==> src/logic/ttx_regs.vh <==
`ifndef TTX_REGS_VH
`define TTX_REGS_VH

// ************************************************************
// Instruction codes, ten bits wide
// ************************************************************
`define TTX_OP_WIDTH          10
`define TTX_OP_LOAD_T3_LOW    10'h234
`define TTX_OP_READ_T1_PAIR   10'h270
`define TTX_OP_READ_T2_PAIR   10'h271
`define TTX_OP_COPY_B_TO_ACC  10'h01E

// ************************************************************
// Decoded operation vector, one bit per instruction
// ************************************************************
`define TTX_SEL_WIDTH         4
`define TTX_SEL_LOAD_T3       0
`define TTX_SEL_COPY_B        1
`define TTX_SEL_READ_T1       2
`define TTX_SEL_READ_T2       3

// ************************************************************
// Field positions and reset values
// ************************************************************
`define TTX_HI_MSB            7
`define TTX_HI_LSB            4
`define TTX_LO_MSB            3
`define TTX_LO_LSB            0
`define TTX_NIBBLE_RESET      4'h0
`define TTX_TIMER_RESET       8'h00

// ************************************************************
// Timing: every instruction here takes one machine cycle
// ************************************************************
`define TTX_EXEC_CYCLES       1
`define TTX_WORDS             1

`endif

==> src/logic/ttx_decode.v <==
`timescale 1ns/10ps
`default_nettype none

`include "ttx_regs.vh"

module ttx_decode
(
    input  wire [`TTX_OP_WIDTH-1:0]  instr_word,
    input  wire                      instr_valid,
    output wire [`TTX_SEL_WIDTH-1:0] op_select,
    output wire                      op_known
);

    // ************************************************************
    // Decode table
    // ************************************************************
    // Full ten-bit compare: neighbouring codes belong to other
    // timer instructions, so no bit may be treated as don't-care.
    function [`TTX_SEL_WIDTH-1:0] ttx_match;
        input [`TTX_OP_WIDTH-1:0] code;
        begin
            ttx_match = {`TTX_SEL_WIDTH{1'b0}};
            ttx_match[`TTX_SEL_LOAD_T3] = (code == `TTX_OP_LOAD_T3_LOW);
            ttx_match[`TTX_SEL_COPY_B]  = (code == `TTX_OP_COPY_B_TO_ACC);
            ttx_match[`TTX_SEL_READ_T1] = (code == `TTX_OP_READ_T1_PAIR);
            ttx_match[`TTX_SEL_READ_T2] = (code == `TTX_OP_READ_T2_PAIR);
        end
    endfunction

    assign op_select = instr_valid ? ttx_match(instr_word) : {`TTX_SEL_WIDTH{1'b0}};
    assign op_known  = |op_select;

endmodule // ttx_decode

`default_nettype wire

==> src/logic/ttx_top.v <==
// Functional notes
// - Code 234 loads timer 3 from low reload
// - Copy instruction sets accumulator to B, B kept
// - Code 270 puts timer 1 bits 7-4 in B
// - Code 270 puts timer 1 bits 3-0 in accumulator
// - Code 271 puts timer 2 bits 7-4 in B
// - Code 271 puts timer 2 bits 3-0 in accumulator
`timescale 1ns/10ps
`default_nettype none

`include "ttx_regs.vh"

module ttx_top
(
    input  wire                     clock,
    input  wire                     rst_n,
    input  wire                     clock_enable,
    input  wire                     instr_valid,
    input  wire [`TTX_OP_WIDTH-1:0] instr_word,
    input  wire [7:0]               timer1_value,
    input  wire [7:0]               timer2_value,
    input  wire [7:0]               timer3_low_reload_register,
    input  wire                     acc_write,
    input  wire [3:0]               acc_write_data,
    input  wire                     reg_b_write,
    input  wire [3:0]               reg_b_write_data,
    input  wire                     carry_write,
    input  wire                     carry_write_data,
    output reg  [3:0]               accumulator,
    output reg  [3:0]               reg_b,
    output reg                      carry_flag,
    output reg                      timer3_load,
    output reg  [7:0]               timer3_load_value,
    output reg                      instr_done,
    output reg                      instr_unknown,
    output reg                      skip_next
);

    // ************************************************************
    // Reset release
    // ************************************************************
    // Assertion is immediate; release is retimed through two stages
    // so no flop leaves reset on a different edge from its neighbours.
    reg rst_sync_a;
    reg rst_sync_b;

    always @(posedge clock or negedge rst_n)
    begin
        if (!rst_n)
        begin
            rst_sync_a <= 1'b0;
            rst_sync_b <= 1'b0;
        end
        else
        begin
            rst_sync_a <= 1'b1;
            rst_sync_b <= rst_sync_a;
        end
    end

    wire rst_core_n;
    assign rst_core_n = rst_sync_b;

    // ************************************************************
    // Decode
    // ************************************************************
    wire [`TTX_SEL_WIDTH-1:0] op_select;
    wire                      op_known;

    ttx_decode u_decode
    (
        .instr_word  (instr_word),
        .instr_valid (instr_valid),
        .op_select   (op_select),
        .op_known    (op_known)
    );

    // The decoder compares full codes, so at most one select is high
    // and the update paths below never compete for a register.
    wire do_load_t3;
    wire do_copy_b;
    wire do_read_t1;
    wire do_read_t2;

    assign do_load_t3 = op_select[`TTX_SEL_LOAD_T3];
    assign do_copy_b  = op_select[`TTX_SEL_COPY_B];
    assign do_read_t1 = op_select[`TTX_SEL_READ_T1];
    assign do_read_t2 = op_select[`TTX_SEL_READ_T2];

    // ************************************************************
    // Next values of the accumulator and register B
    // ************************************************************
    // An instruction of this block outranks a plain write from the
    // rest of the CPU in the same cycle; the fetch path never issues
    // both, so the order only matters for a misbehaving neighbour.
    reg [3:0] next_accumulator;
    reg [3:0] next_reg_b;

    always @*
    begin
        next_accumulator = accumulator;
        next_reg_b       = reg_b;
        if (acc_write)
        begin
            next_accumulator = acc_write_data;
        end
        if (reg_b_write)
        begin
            next_reg_b = reg_b_write_data;
        end
        if (do_copy_b)
        begin
            next_accumulator = reg_b;
            next_reg_b       = reg_b;
        end
        if (do_read_t1)
        begin
            next_reg_b = timer1_value[`TTX_HI_MSB:`TTX_HI_LSB];
        end
        if (do_read_t1)
        begin
            next_accumulator = timer1_value[`TTX_LO_MSB:`TTX_LO_LSB];
        end
        if (do_read_t2)
        begin
            next_reg_b = timer2_value[`TTX_HI_MSB:`TTX_HI_LSB];
        end
        if (do_read_t2)
        begin
            next_accumulator = timer2_value[`TTX_LO_MSB:`TTX_LO_LSB];
        end
    end

    // ************************************************************
    // Working registers
    // ************************************************************
    always @(posedge clock or negedge rst_core_n)
    begin
        if (!rst_core_n)
        begin
            accumulator <= `TTX_NIBBLE_RESET;
            reg_b       <= `TTX_NIBBLE_RESET;
        end
        else if (clock_enable)
        begin
            accumulator <= next_accumulator;
            reg_b       <= next_reg_b;
        end
    end

    // ************************************************************
    // Carry flag
    // ************************************************************
    // None of the four instructions moves the carry; only the
    // general write port does, so a flag set earlier survives them.
    // carry untouched here
    always @(posedge clock or negedge rst_core_n)
    begin
        if (!rst_core_n)
        begin
            carry_flag <= 1'b0;
        end
        else if (clock_enable && carry_write)
        begin
            carry_flag <= carry_write_data;
        end
    end

    // ************************************************************
    // Timer 3 load strobe
    // ************************************************************
    // The value is sampled with the strobe so the timer sees a stable
    // copy even if the reload register changes in the next cycle.
    always @(posedge clock or negedge rst_core_n)
    begin
        if (!rst_core_n)
        begin
            timer3_load       <= 1'b0;
            timer3_load_value <= `TTX_TIMER_RESET;
        end
        else if (clock_enable)
        begin
            timer3_load <= do_load_t3;
            if (do_load_t3)
            begin
                timer3_load_value <= timer3_low_reload_register;
            end
        end
    end

    // ************************************************************
    // Completion, unknown code and skip
    // ************************************************************
    always @(posedge clock or negedge rst_core_n)
    begin
        if (!rst_core_n)
        begin
            instr_done    <= 1'b0;
            instr_unknown <= 1'b0;
            skip_next     <= 1'b0;
        end
        else if (clock_enable)
        begin
            instr_done    <= op_known;
            instr_unknown <= instr_valid & ~op_known;
            // Kept as a flop so the fetch path sees a registered
            // signal, like every other output of this block.
            // never skips
            skip_next     <= 1'b0;
        end
    end

endmodule // ttx_top

`default_nettype wire

==> config.mk <==
export PLATFORM = sky130hd
export DESIGN_NAME = ttx_top
export DESIGN_NICKNAME = d
export VERILOG_FILES = /design/src/logic/ttx_decode.v /design/src/logic/ttx_top.v
export VERILOG_INCLUDE_DIRS = /design/src /design/src/logic
export SDC_FILE = /design/constraint.sdc
export NUM_CORES = 1
export LEC_CHECK = 0
export CORE_MARGIN = 2
export CORE_UTILIZATION = 60
export DETAILED_ROUTE_END_ITERATION = 12
export DONT_BUFFER_PORTS = 1
export GPL_ROUTABILITY_DRIVEN = 0
export PLACE_DENSITY_LB_ADDON = 0.3
export SLEW_MARGIN = 20
export SYNTH_ARGS = -nofsm -noshare
export SYNTH_HDL_FRONTEND = slang
export SYNTH_SLANG_ARGS = --single-unit
==> constraint.sdc <==
create_clock -name clock -period 1.3 [get_ports clock]
set_input_delay 0.13 -clock clock [delete_from_list [all_inputs] [get_ports clock]]
set_output_delay 0.13 -clock clock [all_outputs]
set_load 0.005 [all_outputs]
Yosys cells after proc, flatten, opt, wreduce, memory -nomap -nowiden
Cells that the tools add are included.
{"block": "word_totals", "regBits": 22, "in_bits": 50, "word_cells": 32}
{"block": "op_classes", "n_eq_ne": 5, "n_mux": 9, "bitwise_logic": 2, "reduce_logical": 7}
{"op": "2-to-1 mux 4 bit", "count": 9}
{"op": "== test 10 bit (second input constant)", "count": 3}
{"op": "== test 10 x 5 -> 1 bit (second input constant)", "count": 1}
{"op": "AND reduction 2 bit", "count": 2}
{"op": "nonzero test 4 bit", "count": 1}
{"op": "OR reduction 4 bit", "count": 1}
{"op": "inequality test 3 x 1 -> 1 bit (second input constant)", "count": 1}
{"op": "AND reduction 3 bit", "count": 1}
{"op": "nonzero test 3 bit", "count": 1}
{"op": "bitwise AND 1 bit", "count": 1}
{"op": "logical AND 1 bit", "count": 1}
{"op": "inverter 1 bit", "count": 1}

Depth between registers and ports, before layout
Gate-level depths: netlist of run 1.
{"block": "logic_depth", "ltp_word": 5, "depth_mapped": 5, "depth_no_buf": 4}

Hierarchy
Synthesis of run 1 repeated with hierarchy kept, for this count alone.
{"block": "unflattened", "cells_unflattened": 100, "area_unflattened_um2": 1202.4}
{"module": "ttx_top", "instances": 1, "cells_each": 88, "area_per_inst_um2": 1088.5, "seq_area_each_um2": 550.5}
{"module": "ttx_decode", "instances": 1, "cells_each": 12, "area_per_inst_um2": 113.9, "seq_area_each_um2": 0.0}

Worst setup path after synthesis of run 1
OpenSTA, ideal clock, no wires.
{"block": "synth_timing", "path_kind": "input to register", "startpoint": "in instr_word[0]", "endpoint": "reg reg_b[0]", "setup_time_ns": 0.123, "arrival_ns": 1.212, "required_time_ns": 1.177, "path_slack_ns": -0.035, "cell_stages": 5, "n_path_buf": 1, "cell_sequence": "buf_6 nor4b_4 nand3b_4 a31o_1 o221a_1"}
{"block": "synth_via", "elab_chain_len": 4, "word_cells_on_any_way": 9, "classes_between": "4 x eq/ne; 3 x mux; 2 x reduce/logical"}
{"element": "start, declared", "line_no": "ttx_top.v:19", "source": "input wire [`TTX_OP_WIDTH-1:0] instr_word,"}
{"element": "== test 10 x 5 -> 1 bit (no source line) / == test 10 bit (equally long branches)"}
{"element": "2-to-1 mux 4 bit (*)", "line_no": "ttx_decode.v:30", "source": "assign op_select = instr_valid ? ttx_match(instr_word) : {`TTX_SEL_WIDTH{1'b0}};"}
{"element": "inequality test 3 x 1 -> 1 bit (no source line), or another cell as far along"}
{"element": "AND reduction 3 bit (no source line) / 2-to-1 mux 4 bit (equally long branches)"}
{"element": "end signal, assigned", "line_no": "ttx_top.v:142", "source": "reg_b <= `TTX_NIBBLE_RESET;"}
{"element": "end signal, assigned", "line_no": "ttx_top.v:147", "source": "reg_b <= next_reg_b;"}
{"element": "end, declared", "line_no": "ttx_top.v:30", "source": "output reg [3:0] reg_b,"}
Every way passes the cells marked *; elsewhere a longest branch is shown, timed or not.
A chain may end at the register's enable or synchronous reset.

Worst setup path after layout of run 1
{"block": "layout_timing", "startpoint": "in instr_word[7]", "endpoint": "reg reg_b[1]"}
Same word-level chain as after synthesis.

==> impl_metrics.toml, run 1 <==
[outcome]
status = "complete, no violations"

[worst_setup_path]
crit_family = "simple AND/OR/NAND/NOR gates"
crit_required_ns = 1.49
cp_num_cells = 4
crit_arrival_ns = 1.25
slowest_delay_ns = 0.41
cp-end-kind = "flip-flop"
crit_chain = "nor4b_4, nand3b_4, a31o_1, o221a_1"
crit_type = "in2reg"
cp-start-kind = "input pin"
crit_slowest_cell = "nor4b_4"
crit_buf_inv = 0
r2r_cells = 2
path_max_fanout = 6

[yosys]
synthMuxAreaShare = 0.174
syn_inst = 88
ys_warn_count = 0
yosysTopAreaCellShare = 0.486
synth_area_um2 = 1130
syn-num-nets = 138
syn_avg_cell_area_um2 = 12.9
synthSimpleGateAreaFrac = 0.128
synth.largest_area_cell = "dfrtp_1"
synth_seq_cells = 22
yosysSeqAreaShare = 0.486
synth_top_family_by_area = "compound AO/OA/AOI/OAI gates"
synth_compound_area_frac = 0.178
synth.area.top_cells = "dfrtp_1 (49%), mux2_2 (14%), o221a_1 (4.0%)"
ys_types = 27
synth_xor_area_frac = 0
synth_fa_ha_area_frac = 0

[hold_path]
hold_class = "in2reg"
min_path_cells = 1

[drt]
drt-wirelength-per-cell_um = 19.5
firstDrtPassIters = 7
drc_errors = 0
routed_wl_um = 2550
avgViaCountPerCell = 6.44
ant_nets = 0
first_iter_violations = 18
via_count = 843

[clock_tree]
cts_inserted_buffers = 3
post_cts_buffers = 0
hold_buffers = 12
insertion_delay_ns = 0.29
cts_root_buffer = "clkbuf_4"
path_clk_slew_ns = 0.11
clk_path_buf_depth = 2
cts_tree = "done"
clkSinkCount = 22
cts_resized = 0
h-tree-depth = 1

[global_route]
grt_pass1_vias = 823
use_met3 = 0.0604
grt_util_all_layers = 0.239
grt_use_met2 = 0.454
gr-total-overflow = 0
grt_busiest_layer = "met2"
met1_usage = 0.249
grt_max_degree = 12
grt_first_pass_wirelength_um = 3580
antenna_found_initial = 0

[timing]
finalHoldWorstSlack_ns = 0.0273
slew_violations = 0
rsz0062_at_grt = "no"
tns_ns = 0
setup_violations = 0
fmax_mhz = 946
period_needed_ns = 1.06
layout_setup_ws_ns = 0.243
finalCritPeriodShare = 0.813
clock_skew_ns = 0.00652
hold_violations = 0

[layout]
insertedDiodeCount = 0
area.growth.synth_to_final_pct = 17.7
nets = 158
fillCellCount = 115
layout-drive-gt1-share = 0.264
final_cell_mix = "dfrtp_1 (22), mux2_2 (14), dlygate4sd3_1 (14)"
stdcell_area_um2 = 1330
finalNonFillerCells = 131
layout_commonest_cell = "dfrtp_1"
final_core_util = 0.764

[floorplan]
io_pins = 71
die_w_um = 47.5
fp-row-count = 15
start_util = 0.649
die_h_um = 47.5
die-area_um2 = 2250
core_area_um2 = 1750

[placed_design]
dpl_cell_area_um2 = 1170
dp.cells = 114
pre_cts_slack_ns = -0.0812
dpl.hpwl_um = 1930
io_buffers = 0

[run]
drv_cap = 0

[pwr]
power.total_mw = 1.22
powerDensity_nw_per_um2 = 913
ir_drop_v = 0.000840
p_leak_nw = 0.586
==> sequential cells by signal, summed over array words and instances, names as in the netlist <==
register	count
timer3_load	1
carry_flag	1
reg_b	4
timer3_load_value	8
rst_sync_a	1
rst_core_n	1
accumulator	4
instr_done	1
instr_unknown	1
==> cells in the mapped netlist, drive strengths merged <==
cell and number:
o32ai 4, nor4b 1, a22oi 4, mux2i 4
nand2 7, inv 2, o2111ai 1, o221a 4
o21ai 2, o2bb2ai 5, a22o 1, clkbuf 1
and2 1, nor2 1, a21oi 2, nand3 1
nor3b 1, and4bb 3, conb 2, a31o 1
nand3b 2, buf 2, dfrtp 22, mux2 14
==> logic make-up (layout without fill, tap and decap cells) <==
| family | count (synthesis) | in the layout |
|---|---|---|
| DFF | 22 | 22 |
| other | 2 | 2 |
| muxes | 18 | 18 |
| and+or+nand+nor | 17 | 17 |
| buffers and inverters | 5 | 23 |
| AOI/OAI and AO/OA | 24 | 24 |
==> layer usage <==
metal	share of wire	wire length, µm
met5	0	0
met4	0.0043	11
met3	0.079	202
met2	0.55	1410
met1	0.36	929
==> power breakdown <==
group / leakage (nW) / switching (mW) / internal, mW
combinational: 0.292 / 0.0563 / 0.0953
clock: 0.0138 / 0.181 / 0.108
sequential: 0.280 / 0.0489 / 0.728
==> worst paths after layout <==
check                           slack, ns                          endpoint                  from
worst min register to register       0.15  timer3_load_value[4]$_DFFE_PN0P_  rst_core_n$_DFF_PN0_
worst min-delay path                 0.03              reg_b[0]$_DFFE_PN0P_   reg_b_write_data[0]
worst max-delay path                 0.24              reg_b[1]$_DFFE_PN0P_         instr_word[7]
max in group asynchronous            0.65         instr_unknown$_DFFE_PN0P_  rst_core_n$_DFF_PN0_
min in group asynchronous            0.04              rst_sync_a$_DFF_PN0_                 rst_n
worst max register to register       0.46        accumulator[2]$_DFFE_PN0P_  reg_b[2]$_DFFE_PN0P_
==> worst reg2reg max path: stages, from the launching register on <==
cell and delay (ns):
dfrtp_1 0.43, o32ai_1 0.15, o2bb2ai_1 0.13
==> cell type report <==
type / instances / area, µm² / share of cell area
inverter: 2 / 7.51 / 0.00563
sequential: 22 / 551 / 0.413
tap: 25 / 31.3 / 0.0235
multi-input combinational: 61 / 552 / 0.414
clock buffer: 3 / 22.5 / 0.0169
timing repair buffer: 18 / 170 / 0.128
No activity file was read; power rests on OpenSTA's default activity.
==> run 2: changes to the inputs <==
Settings changed: ABC_AREA set to 1.
Clock period 1.3 ns to 1.1 ns, I/O delays scaled along.
==> run 2 against run 1 <==
Effect of this change: wire length rose by 36%; global-route usage rose by 3.7 points; register-to-register slack got worse by 0.25 ns; sequential power rose by 18%; first-iteration DRC count rose by 61%; via count rose by 62%; setup slack got worse by 0.036 ns; critical endpoint is now accumulator[2]$_DFFE_PN0P_; largest cell class unchanged.
==> impl_metrics.toml, run 2 <==
[yosys]
dominantRegCellSynth = "dfrtp_1"
ys_types = 22
syn_avg_cell_area_um2 = 7.21
synth.most_common_cell = "nand2_1"
synthSimpleGateAreaFrac = 0.429
synth_area_um2 = 1380
ys_warn_count = 0
syn-num-nets = 241
synth_seq_cells = 22
synth.largest_area_cell = "dfrtp_1"
synth_top_family_by_area = "simple AND/OR/NAND/NOR gates"
synth_common_cells = "nand2_1 (74), inv_1 (23), dfrtp_1 (22)"
yosysTopAreaCellShare = 0.400
synth_edf_count = 0
syn_inst = 191
synthArstFlopShare = 1.00
synth_fa_ha_area_frac = 0
synth_compound_area_frac = 0.0663
yosysSeqAreaShare = 0.400
synth_xor_area_frac = 0
synth.area.top_cells = "dfrtp_1 (40%), nand2_1 (20%), nand4_1 (8.2%)"
synthMuxAreaShare = 0

[hold_path]
hold_class = "in2async"

[timing]
hold_violations = 0
fmax_mhz = 1120
slew_violations = 0
finalCritPeriodShare = 0.811
period_needed_ns = 0.893
rsz0062_at_grt = "no"
tns_ns = 0
finalHoldWorstSlack_ns = 0.00528
setup_violations = 0
layout_setup_ws_ns = 0.207
clock_skew_ns = 0.00231

[pwr]
p_seq_frac = 0.575
p_int_mw = 1.17
swShare = 0.264
power.switching_mw = 0.419
p_leak_nw = 0.905
combPwrFrac = 0.151
powerDensity_nw_per_um2 = 958
pwr-share-clk = 0.275
power.total_mw = 1.59
ir_drop_v = 0.00128

[drt]
via_count = 1367
ant_nets = 0
drt-wirelength-per-cell_um = 14.1
routed_wl_um = 3460
drc_errors = 0
avgViaCountPerCell = 5.56
first_iter_violations = 29
firstDrtPassIters = 4

[worst_setup_path]
crit_slowest_cell = "dfrtp_1"
cp-start-kind = "flip-flop"
crit_required_ns = 1.30
slowest_delay_ns = 0.43
cp-end-kind = "flip-flop"
rr_endpoint = "accumulator[2]$_DFFE_PN0P_"
crit_arrival_ns = 1.09
rrSetupSlack_ns = 0.21
r2r_cells = 4
crit_family = "flip-flops"
crit_type = "reg2reg"
path_max_fanout = 3
r2r_start = "reg_b[2]$_DFFE_PN0P_"
crit_chain = "inv_1, nand4_1, nand3_1, a21oi_1"
crit_buf_inv = 1

[layout]
finalNonFillerCells = 246
layout-drive-gt1-share = 0.161
largest_registers = "timer3_load_value: 8 flops, accumulator: 4 flops, reg_b: 4 flops"
stdcell_area_um2 = 1660
final_core_util = 0.757
layout_commonest_cell = "nand2_1"
largest-register = "timer3_load_value"
largest_reg_flops = 8
insertedDiodeCount = 0
fillCellCount = 171
final_cell_mix = "nand2_1 (74), inv_1 (23), dfrtp_1 (22)"
nets = 269
area.growth.synth_to_final_pct = 20.4

[floorplan]
die_h_um = 51.9
fp-row-count = 17
die_w_um = 51.9
die-area_um2 = 2700
core_area_um2 = 2190
io_pins = 71
start_util = 0.629

[clock_tree]
cts_inserted_buffers = 3
insertion_delay_ns = 0.30
post_cts_buffers = 0
path_clk_slew_ns = 0.12
clkSinkCount = 22
cts_root_buffer = "clkbuf_4"
h-tree-depth = 1
cts_tree = "done"
clk_path_buf_depth = 2

[global_route]
antenna_found_initial = 0
grt_first_pass_wirelength_um = 5570
gr-total-overflow = 0
grt_max_degree = 13
grt_pass1_vias = 1327
grt_util_all_layers = 0.276

[placed_design]
dpl.hpwl_um = 2660
dpl_cell_area_um2 = 1480
io_buffers = 0
pre_cts_slack_ns = -0.0734
dp.cells = 228

[outcome]
status = "complete, no violations"

[run]
drv_cap = 0
## run 2: cell count changes in the layout (fill, tap and decap cells not counted), sizes merged, moves of 10 or more
cell,previous run,this run
buf,4,14
inv,2,26
mux2,14,0
nand2,7,74
nand3,1,11
nand4,0,18
nor2,1,17
## run 2: cells by family (layout without fill, tap and decap cells)
group                  after synthesis  count (layout)
buffers and inverters               31              58
other                                2               2
DFF                                 22              22
and+or+nand+nor                    121             121
AOI/OAI and AO/OA                   15              15
## run 2: power groups by stage
stage | clock (mW) | sequential, mW | combinational [mW]
floorplan | 0 | 0.922 | 0.154
global placement | 0 | 0.927 | 0.181
detailed placement | 0 | 0.930 | 0.194
CTS | 0.444 | 0.914 | 0.235
global route | 0.484 | 0.921 | 0.271
finish | 0.436 | 0.913 | 0.239
## run 2: what timing repair did
| item | CTS | global route |
|---|---|---|
| endpoints found under the hold margin | 16 | 1 |
| hold buffers | 13 | 1 |
| resized for setup | 0 | 0 |
## run 2: per-layer routing
| metal | routed length [µm] | global-route usage |
|---|---|---|
| met5 | 0 | 0 |
| met4 | 22 | 0.0307 |
| met3 | 308 | 0.0776 |
| met2 | 1760 | 0.494 |
| met1 | 1370 | 0.340 |
## run 2: how the worst max path moves through the flow
| stage | end | from | cells after the start |
|---|---|---|---|
| after floorplan | reg_b[2]$_DFFE_PN0P_ | instr_word[8] | 11 |
| after global placement | reg_b[1]$_DFFE_PN0P_ | instr_word[7] | 10 |
| after detailed placement | reg_b[2]$_DFFE_PN0P_ | instr_word[8] | 10 |
| after CTS | accumulator[2]$_DFFE_PN0P_ | reg_b[2]$_DFFE_PN0P_ | 4 |
| after global routing | reg_b[1]$_DFFE_PN0P_ | instr_word[8] | 10 |
| final | accumulator[2]$_DFFE_PN0P_ | reg_b[2]$_DFFE_PN0P_ | 4 |
## run 2: final cells by class
cell class | instances | area, µm² | share of cell area
clock buffer | 4 | 36.3 | 0.0219
inverter | 26 | 97.6 | 0.0588
multi-input combinational | 138 | 694 | 0.419
sequential | 22 | 551 | 0.332
tap | 28 | 35.0 | 0.0211
timing repair buffer | 28 | 245 | 0.148
